$ cat src/scan_bus_master_cfg.svh
// scan bus master constants: register indices, field positions and counts
// Overview of operation
// - host picks register with 5-bit address
// - registers exchanged over 16-bit two-way data bus
// - interrupt low until host finishes service
// - data bus driven only during read strobe
// - ready low when access can be accepted
// - ready high during read/write/command/reset recovery
// - logic runs on core clock; test clock input is synchronised
// - target outputs change on test clock fall
// - target inputs sampled on configured clock edge
// - forwarded clock: off, zero, one, follow
// - followed clock delayed like data outputs
// - two serial return inputs from targets
// - one serial data output to targets
// - two dedicated mode-select outputs
// - four shared pins: mode-select or event
// - event pins receive and transmit events
// - test-off low disables all target outputs
// - hardware reset starts when reset goes low
// - software reset runs fixed clock count after
// - address and data taken at write rise
// - selected return input collected into read buffer
// - twenty-four addressable registers
`ifndef SCAN_BUS_MASTER_CFG_SVH
`define SCAN_BUS_MASTER_CFG_SVH

`define ADDR_W        5
`define DATA_W        16
`define NUM_REGS      5'h18
`define REG_CTRL      5'h00
`define REG_WBUF      5'h01
`define REG_RBUF      5'h02
`define REG_STAT      5'h03
`define REG_PINS      5'h04
`define REG_CMD       5'h05
`define SCRATCH_BASE  5'h06
`define SCRATCH_N     18
`define CTRL_FWD_LSB  0
`define CTRL_SMP_FALL 2
`define CTRL_RET_SEL  3
`define CTRL_EVT_LSB  4
`define PINS_MS_LSB   0
`define PINS_SH_LSB   2
`define PINS_EVO_LSB  6
`define PINS_EVE_LSB  10
`define SHIFT_MAX     5'h10
`define RECOVER_CYC   2'h3
`define SWRST_CYC_DEF 8

`endif

$ cat src/scan_bus_master_pkg.sv
// scan bus master types: pin groups, modes and module state
`include "scan_bus_master_cfg.svh"
package scan_bus_master_pkg;

   typedef enum logic [1:0] {PH_HWRST, PH_SWRST, PH_RUN} phase_t;
   typedef enum logic [1:0] {FWD_OFF, FWD_ZERO, FWD_ONE, FWD_FOLLOW} fwd_mode_t;

   // every pin input that passes the synchroniser
   typedef struct packed {
      logic               tck;
      logic               rd_n;
      logic               wr_n;
      logic [4:0]         addr;
      logic [15:0]        data;
      logic [1:0]         ret;
      logic [3:0]         evt;
      logic               off_n;
   } pin_in_t;

   // host-visible registers
   typedef struct packed {
      logic [15:0]        ctrl;
      logic [15:0]        wbuf;
      logic [15:0]        rbuf;
      logic [3:0]         evt_stat;
      logic [15:0]        pins;
      logic [4:0]         shift_cnt;
      logic [4:0]         cap_cnt;
      logic [`SCRATCH_N-1:0][15:0] scratch;
   } host_regs_t;

   typedef struct packed {
      phase_t             phase;
      logic [7:0]         swrst_cnt;
      pin_in_t            s1;
      pin_in_t            s2;
      pin_in_t            s3;
      pin_in_t            f;
      logic               tck_prev;
      logic               rd_prev;
      logic               wr_prev;
      logic [3:0]         evt_prev;
      logic [4:0]         wr_addr;
      logic [15:0]        wr_data;
      logic [1:0]         recover;
      logic [15:0]        rd_data;
      logic               data_oe;
      logic               int_n;
      host_regs_t         regs;
      logic               fwd;
      logic               fwd_oe;
      logic               sdo;
      logic               sdo_oe;
      logic [1:0]         ms;
      logic               ms_oe;
      logic [3:0]         sh;
      logic [3:0]         sh_oe;
   } state_t;

endpackage

$ cat src/scan_bus_master.sv
// scan bus master pin logic: host port, target port, reset sequencing
`include "scan_bus_master_cfg.svh"
module scan_bus_master
   import scan_bus_master_pkg::*;
#(
   parameter int unsigned SWRST_CYC = `SWRST_CYC_DEF
) (
   input  wire logic        core_clk_i,
   input  wire logic        rst_n_i,
   input  wire logic [4:0]  host_reg_addr_i,
   input  wire logic [15:0] host_data_bus_i,
   output logic [15:0]      host_data_bus_o,
   output logic             host_data_bus_oe_o,
   input  wire logic        rd_n_i,
   input  wire logic        wr_n_i,
   output logic             rdy_n_o,
   output logic             int_n_o,
   input  wire logic        test_clock_in_i,
   input  wire logic [1:0]  scan_return_in_i,
   input  wire logic        target_outputs_off_n_i,
   output logic             test_clock_fwd_o,
   output logic             test_clock_fwd_oe_o,
   output logic             scan_data_out_o,
   output logic             scan_data_out_oe_o,
   output logic [1:0]       mode_select_out_o,
   output logic             mode_select_out_oe_o,
   input  wire logic [3:0]  shared_select_or_event_pin_i,
   output logic [3:0]       shared_select_or_event_pin_o,
   output logic [3:0]       shared_select_or_event_pin_oe_o
);

   state_t      q;
   state_t      n;
   pin_in_t     pins_in;
   pin_in_t     diff;
   logic        run;
   logic        tck_rise;
   logic        tck_fall;
   logic        smp;
   logic        wr_rise;
   logic        rd_rise;
   logic        ret_sel;
   logic        oe_ok;
   logic [3:0]  is_evt;
   fwd_mode_t   fwd_mode;

   // pin inputs gathered for the synchroniser
   assign pins_in = '{tck: test_clock_in_i, rd_n: rd_n_i, wr_n: wr_n_i,
                      addr: host_reg_addr_i, data: host_data_bus_i,
                      ret: scan_return_in_i,
                      evt: shared_select_or_event_pin_i,
                      off_n: target_outputs_off_n_i};
   assign diff = q.s2 ^ q.s3;

   // edges of the filtered test clock and strobes
   assign run      = (q.phase == PH_RUN);
   assign tck_rise = q.f.tck & ~q.tck_prev;
   assign tck_fall = ~q.f.tck & q.tck_prev;
   assign smp      = q.regs.ctrl[`CTRL_SMP_FALL] ? tck_fall : tck_rise;
   assign wr_rise  = q.f.wr_n & ~q.wr_prev;
   assign rd_rise  = q.f.rd_n & ~q.rd_prev;
   assign ret_sel  = q.f.ret[q.regs.ctrl[`CTRL_RET_SEL]];
   assign is_evt   = q.regs.ctrl[`CTRL_EVT_LSB +: 4];
   assign fwd_mode = fwd_mode_t'(q.regs.ctrl[`CTRL_FWD_LSB +: 2]);
   assign oe_ok    = q.f.off_n & run;

   // next-state logic
   always_comb begin
      n = q;
      n.s1 = pins_in;
      n.s2 = q.s1;
      n.s3 = q.s2;
      // a bit changes only once the second and third stages agree
      n.f = pin_in_t'((q.s3 & ~diff) | (q.f & diff));
      n.tck_prev = q.f.tck;
      n.rd_prev  = q.f.rd_n;
      n.wr_prev  = q.f.wr_n;
      n.data_oe  = ~q.f.rd_n & run;
      case (q.phase)
         PH_HWRST: begin
            n.phase     = PH_SWRST;
            n.swrst_cnt = 8'h00;
         end
         PH_SWRST: begin
            n.regs = '0;
            n.recover = 2'h0;
            if (tck_rise) begin
               if (q.swrst_cnt == 8'(SWRST_CYC - 1)) begin
                  n.phase = PH_RUN;
               end else begin
                  n.swrst_cnt = q.swrst_cnt + 8'h01;
               end
            end
         end
         PH_RUN: begin
            if (q.recover != 2'h0) begin
               n.recover = q.recover - 2'h1;
            end
            // follow address and data while the write strobe is low
            if (!q.f.wr_n) begin
               n.wr_addr = q.f.addr;
               n.wr_data = q.f.data;
            end
            // read mux, returned on the bus during the strobe
            case (q.f.addr)
               `REG_CTRL: n.rd_data = q.regs.ctrl;
               `REG_WBUF: n.rd_data = q.regs.wbuf;
               `REG_RBUF: n.rd_data = q.regs.rbuf;
               `REG_STAT: n.rd_data = {12'h000, q.regs.evt_stat};
               `REG_PINS: n.rd_data = q.regs.pins;
               `REG_CMD:  n.rd_data = {6'h00, q.regs.cap_cnt,
                                       q.regs.shift_cnt};
               default: begin
                  if (q.f.addr < `NUM_REGS) begin
                     n.rd_data = q.regs.scratch[q.f.addr - `SCRATCH_BASE];
                  end else begin
                     n.rd_data = 16'h0000;
                  end
               end
            endcase
            if (rd_rise) begin
               n.recover = `RECOVER_CYC;
            end
            // serial output shifts on the test clock fall
            if (tck_fall) begin
               if (q.regs.shift_cnt != 5'h00) begin
                  n.sdo = q.regs.wbuf[0];
                  n.regs.wbuf = {1'b0, q.regs.wbuf[15:1]};
                  n.regs.shift_cnt = q.regs.shift_cnt - 5'h01;
               end
               n.ms = q.regs.pins[`PINS_MS_LSB +: 2];
               for (int i = 0; i < 4; i++) begin
                  if (is_evt[i]) begin
                     n.sh[i]    = q.regs.pins[`PINS_EVO_LSB + i];
                     n.sh_oe[i] = q.regs.pins[`PINS_EVE_LSB + i];
                  end else begin
                     n.sh[i]    = q.regs.pins[`PINS_SH_LSB + i];
                     n.sh_oe[i] = 1'b1;
                  end
               end
               n.sdo_oe = 1'b1;
               n.ms_oe  = 1'b1;
            end
            // return data collected from the selected input
            if (smp) begin
               n.evt_prev = q.f.evt;
               if (q.regs.cap_cnt != 5'h00) begin
                  n.regs.rbuf = {ret_sel, q.regs.rbuf[15:1]};
                  n.regs.cap_cnt = q.regs.cap_cnt - 5'h01;
               end
            end
            // host write decode
            if (wr_rise) begin
               n.recover = `RECOVER_CYC;
               case (q.wr_addr)
                  `REG_CTRL: n.regs.ctrl = q.wr_data;
                  `REG_WBUF: n.regs.wbuf = q.wr_data;
                  `REG_STAT: n.regs.evt_stat = q.regs.evt_stat &
                                               ~q.wr_data[3:0];
                  `REG_PINS: n.regs.pins = q.wr_data;
                  `REG_CMD: begin
                     if (q.wr_data[4:0] > `SHIFT_MAX) begin
                        n.regs.shift_cnt = `SHIFT_MAX;
                        n.regs.cap_cnt   = `SHIFT_MAX;
                     end else begin
                        n.regs.shift_cnt = q.wr_data[4:0];
                        n.regs.cap_cnt   = q.wr_data[4:0];
                     end
                  end
                  default: begin
                     if (q.wr_addr >= `SCRATCH_BASE &&
                         q.wr_addr < `NUM_REGS) begin
                        n.regs.scratch[q.wr_addr - `SCRATCH_BASE] =
                           q.wr_data;
                     end
                  end
               endcase
            end
            // received events are sticky; a set beats a clear
            if (smp) begin
               n.regs.evt_stat = n.regs.evt_stat |
                                 (q.evt_prev & ~q.f.evt & is_evt);
            end
         end
         default: n.phase = PH_HWRST;
      endcase
      // forwarded clock takes the same one-cycle path as the data outputs
      case (fwd_mode)
         FWD_ZERO:   n.fwd = 1'b0;
         FWD_ONE:    n.fwd = 1'b1;
         FWD_FOLLOW: n.fwd = q.f.tck;
         default:    n.fwd = 1'b0;
      endcase
      n.fwd_oe = (fwd_mode != FWD_OFF);
      n.int_n  = ~(|n.regs.evt_stat);
   end

   // state register with synchronous reset
   always_ff @(posedge core_clk_i) begin
      if (!rst_n_i) begin
         q          <= '0;
         q.int_n    <= 1'b1;
         q.rd_prev  <= 1'b1;
         q.wr_prev  <= 1'b1;
         q.f.rd_n   <= 1'b1;
         q.f.wr_n   <= 1'b1;
      end else begin
         q <= n;
      end
   end

   // outputs; target output enables are cut by test-off once it has passed the synchroniser
   assign host_data_bus_o     = q.rd_data;
   assign host_data_bus_oe_o  = q.data_oe & ~q.f.rd_n;
   assign rdy_n_o             = ~run | (q.recover != 2'h0) |
                                (q.regs.shift_cnt != 5'h00) |
                                (q.regs.cap_cnt != 5'h00);
   assign int_n_o             = q.int_n;
   assign test_clock_fwd_o    = q.fwd;
   assign test_clock_fwd_oe_o = q.fwd_oe & oe_ok;
   assign scan_data_out_o     = q.sdo;
   assign scan_data_out_oe_o  = q.sdo_oe & oe_ok;
   assign mode_select_out_o   = q.ms;
   assign mode_select_out_oe_o = q.ms_oe & oe_ok;
   assign shared_select_or_event_pin_o    = q.sh;
   assign shared_select_or_event_pin_oe_o = q.sh_oe & {4{oe_ok}};
endmodule

$ cat config.mk
export PLATFORM = sky130hd
export DESIGN_NAME = scan_bus_master
export DESIGN_NICKNAME = d
export VERILOG_FILES = /design/src/scan_bus_master_pkg.sv /design/src/scan_bus_master.sv
export VERILOG_INCLUDE_DIRS = /design/src /design/src/src
export SDC_FILE = /design/constraint.sdc
export NUM_CORES = 1
export LEC_CHECK = 0
export BUFFER_PORTS_ARGS = -buffer_cell sky130_fd_sc_hd__buf_2
export CORE_MARGIN = 2
export CORE_UTILIZATION = 25
export CTS_CLUSTER_DIAMETER = 40
export DETAILED_ROUTE_END_ITERATION = 8
export GPL_ROUTABILITY_DRIVEN = 0
export PLACE_DENSITY = 0.38
export SYNTH_ARGS = -nofsm -noshare
export SYNTH_HDL_FRONTEND = slang
export SYNTH_SLANG_ARGS = --single-unit
$ cat constraint.sdc
create_clock -name core_clk_i -period 2.41 [get_ports core_clk_i]
set_clock_uncertainty 0.05 [all_clocks]
set_input_delay 0.482 -clock core_clk_i [delete_from_list [all_inputs] [get_ports core_clk_i]]
set_output_delay 0.482 -clock core_clk_i [all_outputs]
set_load 0.005 [all_outputs]
After elaboration in Yosys (flattened, before gate mapping)
Index checks and enable logic that the tools add are counted.
Widths: inputs -> output; s select.
{"block": "op_classes", "addsub": 6, "n_mul": 0, "n_div": 0, "n_lt_le_gt_ge": 8, "eq_ne": 25, "n_shift": 0, "mux": 49, "bitwise": 32, "reduce_logical": 24}
{"cell": "$pmux 366 s2", "count": 1}
{"cell": "$mux 318", "count": 2}
{"cell": "$mux 288", "count": 2}
{"cell": "$bwmux 288", "count": 1}
{"cell": "$mux 16", "count": 10}
{"cell": "$pmux 16 s6", "count": 1}
{"cell": "$bmux 16 s5", "count": 1}
{"cell": "$demux 16 s5", "count": 1}
{"cell": "$and 31x31->31", "count": 2}
{"cell": "$mux 32", "count": 1}
{"cell": "$not 31->31", "count": 1}
{"cell": "$or 31x31->31", "count": 1}
{"cell": "$xor 31x31->31", "count": 1}
{"cell": "$mux 10", "count": 3}
{"cell": "$eq 5x3->1 const B", "count": 4}
{"cell": "$mux 5", "count": 4}
{"cell": "$reduce_and 3->1", "count": 6}
{"cell": "$and 4x4->4", "count": 4}
{"cell": "$pmux 8 s2", "count": 1}
{"cell": "$eq 5x2->1 const B", "count": 3}
{"cell": "$lt 5x6->1 const B", "count": 2}
{"cell": "$ne 2x1->1 const B", "count": 6}
{"cell": "$mux 1", "count": 11}
{"cell": "$eq 5x1->1 const B", "count": 2}
{"cell": "other kinds (34)", "count": 73}
{"block": "totals", "ff_bits": 562, "latchBits": 0, "ramBits": 0, "rom_bits": 0, "out_inout_bits": 34, "wordCells": 220, "mem_count": 0}

Logic depth before layout (Yosys ltp)
{"block": "depth", "depth_word": 15, "ltp_mapped": 10}

Least setup slack after synthesis
OpenSTA, ideal clock, no wires.
{"block": "synth_timing", "path_kind": "register -> register", "from": "register q[419] (netlist bit)", "to": "register q[120] (netlist bit)", "arrival_time_ps": 1987, "slack_ps": 241, "stages_incl_launch_ff": 9, "n_path_buf": 2, "synth_period_minus_slack_ps": 2169, "cell_sequence": "dfxtp_1 ha_1 nor2b_1 nand2_1 a211oi_4 nand2b_1 buf_2 buf_6 mux2i_1"}
{"block": "synth_via", "elab_chain_cells": 11}
{"item": "start, declared", "line": "scan_bus_master.sv:32", "rtl": "state_t q;"}
{"item": "start signal, assigned", "line": "scan_bus_master.sv:208", "rtl": "q <= n;"}
{"item": "$sub 5x3->5 (no source line)"}
{"item": "$lt 5x6->1 or $ge 5x1->1 (tied branches)", "line": "scan_bus_master.sv:173", "rtl": "n.regs.scratch[q.wr_addr - `SCRATCH_BASE] ="}
{"item": "$logic_and 1x1->1", "line": "scan_bus_master.sv:173"}
{"item": "$mux 16", "line": "scan_bus_master.sv:173"}
{"item": "$demux 16 s5", "line": "scan_bus_master.sv:173"}
{"item": "$bwmux 288", "line": "scan_bus_master.sv:173"}
{"item": "$mux 288", "line": "scan_bus_master.sv:171", "rtl": "if (q.wr_addr >= `SCRATCH_BASE &&"}
{"item": "$mux 288", "line": "scan_bus_master.sv:155", "rtl": "case (q.wr_addr)"}
{"item": "$mux 318", "line": "scan_bus_master.sv:153", "rtl": "if (wr_rise) begin"}
{"item": "$mux 318", "line": "scan_bus_master.sv:79", "rtl": "case (q.phase)"}
{"item": "$pmux 366 s2", "line": "scan_bus_master.sv:79"}
Parallel ways exist; a longest one is shown, timed or not. The select of a mux whose other input is x is not followed.
A chain may end at the register's enable or synchronous reset.

==> metrics.md <==
| Metric | Value |
|---|---|
| Buffer depth of the longest clock path | 3 |
| First-pass GRT wire length | 118 mm |
| Global route overflow | 0 |
| Placement Rows | 112 |
| Post-route ant nets | 0 |
| Dominant cells by area after synthesis | dfxtp_1 48%, mux2i_1 15%, nand2_1 7.2% |
| Total Routing Usage GR | 15.9% |
| DR pass1 iterations | 5 |
| Async set or reset register ratio after synthesis | 0% |
| Total via count after detailed routing | 18,400 |
| TritonCTS clock tree | built |
| Root Buffer | clkbuf_16 |
| EDFF count, synth | 0 |
| Avg WL per Cell | 20.0 um |
| Synthesized area | 0.0236 mm^2 |
| Post-layout nets | 2,630 |
| HPWL after detailed placement | 50.8 mm |
| Period minus WS final | 2.36 ns |
| Net count of the mapped netlist | 2,498 |
| Via density | 4.70 |
| Total CTS buffers | 102 |
| Worst relative slew slack | 43.1% |
| #FFs+latches synth | 562 |
| Number of antenna repair diodes | 0 |
| CP Data Required Time | 2.97 ns |
| DRC violations left | 0 |
| Number of distinct standard cells referenced by the synthesized netlist | 79 |
| Yosys top cell area share | 47.6% |
| Maximum fanout along the worst path | 34 |
| Final WL | 78.4 mm |
| Initial Utilization | 25.3% |
| Worst setup slack before clock tree synthesis | -0.0358 ns |
| Fmax achieved | 424 MHz |
| Met3 usage | 2.85% |
| Antenna violations before repair | 0 |
| Power density over the cells | 947 mW/mm^2 |
| Detailed Route Iter0 Violations | 1,097 |
| FF-to-FF setup slack | 0.05 ns |
| Crit path launch type | flop |
| Global-route track usage on met1 | 21.2% |
| Number of global-route vias before repair | 18,400 |
| Clock-pin slew of the registers on the worst-case setup and hold paths | 0.05 ns |
| Critical path endpoint category | flop |
| Main flop type after synthesis | dfxtp_1 |
| Area leader, netlist | dfxtp_1 |
| Worst hold path type | primary input to flop |
| Seq/Total Area, Yosys | 47.6% |
| Count of final max-slew check failures | 0 |
| Number of synthesis warnings | 0 |
| Area growth from synthesis to layout | 27.0% |
| Leak | 12.1 nW |
| Transition time at the pin with the least slew margin | 0.853 ns |
| Endpoints failing setup | 0 |
| Height of the die | 311 um |
| Global routing met2 resource utilization | 25.5% |
| Classification of the worst setup path | flop to flop |
| Fin. Hold Viols | 0 |
| Core utilization of the finished layout | 32.1% |
| Worst skew pair latency | 0.66 ns |
| Maximum Capacitance Violations | 0 |
| Maximum number of pins on one net before global-route repair | 103 |
| Outcome | completed |
| Unrepaired setup endpoints after global routing | yes |
| Share of the clock period used by the worst path after layout | 97.9% |
| Max VDD drop | 0.000535 V |
| Commonest cells in the synthesized netlist | 562 x dfxtp_1, 452 x nand2_1, 361 x mux2i_1 |
| Overall die area | 0.0970 mm^2 |
| Number of instances in the synthesized netlist | 2,455 |
| Power consumption | 28.4 mW |
| Port buffer count | 66 |
| Core outline area | 0.0935 mm^2 |
| Worst Path Arrival | 2.92 ns |
| Layout cells sized above 1 | 19.1% |
| Dominant cell by count in the synthesized netlist | dfxtp_1 |
| Die X | 311 um |
| Level count of the clock H-tree | 3 |
| Clk sinks | 562 |
| Average cell area after synthesis | 9.63 um^2 |
| I/O Pins | 67 |
| Least setup slack across all paths after layout | 0.0499 ns |
| Global route hottest layer | met2 |
## flip-flops by register name, indices dropped and copies added, names as in the netlist, named ones only
signal / flops
q: 438
n: 62
host_data_bus_o: 16
is_evt: 4
shared_select_or_event_pin_o: 4
fwd_mode: 2
mode_select_out_o: 2
int_n_o: 1
scan_data_out_o: 1
test_clock_fwd_o: 1
## per-stage QoR
stage	TNS, ns	area (um^2)	cells	hold WS, ns
6_report	0	30000	3927	0.330
2_1_floorplan	0	23600	2455	0.362
4_1_cts	0	29900	3923	0.279
5_1_grt	-0.0548	30000	3927	0.325
3_5_place_dp	-0.0358	25900	3699	0.370
3_3_place_gp	-0.0536	25900	3699	0.364
## what timing repair did
item                                    4_1_cts  5_1_grt
hold endpoints to repair                     31        0
resized for setup                            14       16
cloned                                        0        1
pin swaps                                     3        3
hold buffers                                 31        0
buffers inserted                              3        3
endpoints found under the setup margin       10       81
## power breakdown
part / switching (mW) / internal, mW
sequential: 0.143 / 9.49
clock: 5.32 / 9.76
combinational: 2.67 / 1.05
## worst paths after layout
path | startpoint | endpoint | cells after the start
max reg2reg | flop | host_data_bus_o[5] | 7
min reg2reg | n[501] | n[470] | 1
min | rst_n_i | q[304] | 4
max | flop | host_data_bus_o[5] | 7
## cell families (layout without fill, tap and decap cells)
logic type      count (synthesis)  after routing  synth area share (%)
compound gates                423            423                  12.1
simple gates                  815            815                  15.9
flops                         562            562                  47.6
mux                           394            394                  18.4
xor+xnor                       11             11                 0.471
fa+ha+maj                      10             10                 0.529
buf+inv                       240            458                  4.99
## layout by cell type, fill, tap and decap left out, types with 14 or more instances in the layout
cell           instances
a22oi_1               88
nand2_1              451
and2_1               112
clkinv_2              17
mux4_2                32
dlygate4sd3_1         31
clkinvlp_4            18
buf_12                26
o221a_2               20
clkbuf_16            104
inv_1                 23
a22o_1                15
nor2_1                92
nor3_1                26
nand3_1               41
bufinv_16             14
dfxtp_1              555
a21oi_1              122
o21ai_0               73
a221oi_1              16
mux2i_1              361
buf_4                112
a211oi_1              14
buf_2                 65
## critical path: stages (launching register included)
cell and delay, ns:
dfxtp_4 0.36, buf_16 0.28, buf_12 0.30, mux2i_1 0.12, a22oi_1 0.38, nand3_2 0.23
a31oi_1 0.31, o221a_2 0.22
## per-layer routing
| layer | part of all wire [%] | vias to the layer above |
|---|---|---|
| li1 | - | 8870 |
| met1 | 47 | 9052 |
| met2 | 45 | 384 |
| met3 | 3.8 | 136 |
| met4 | 3.6 | 0 |
| met5 | 0 | - |
## final cells by class
| class | count | area, um^2 |
|---|---|---|
| clock buffer | 118 | 2740 |
| clock inverter | 72 | 926 |
| fill | 9584 | 63400 |
| inverter | 30 | 115 |
| multi-input combinational | 1653 | 11300 |
| sequential | 562 | 11300 |
| tap | 1254 | 1570 |
| timing repair buffer | 238 | 2090 |
(Power assumes the default switching activity.)
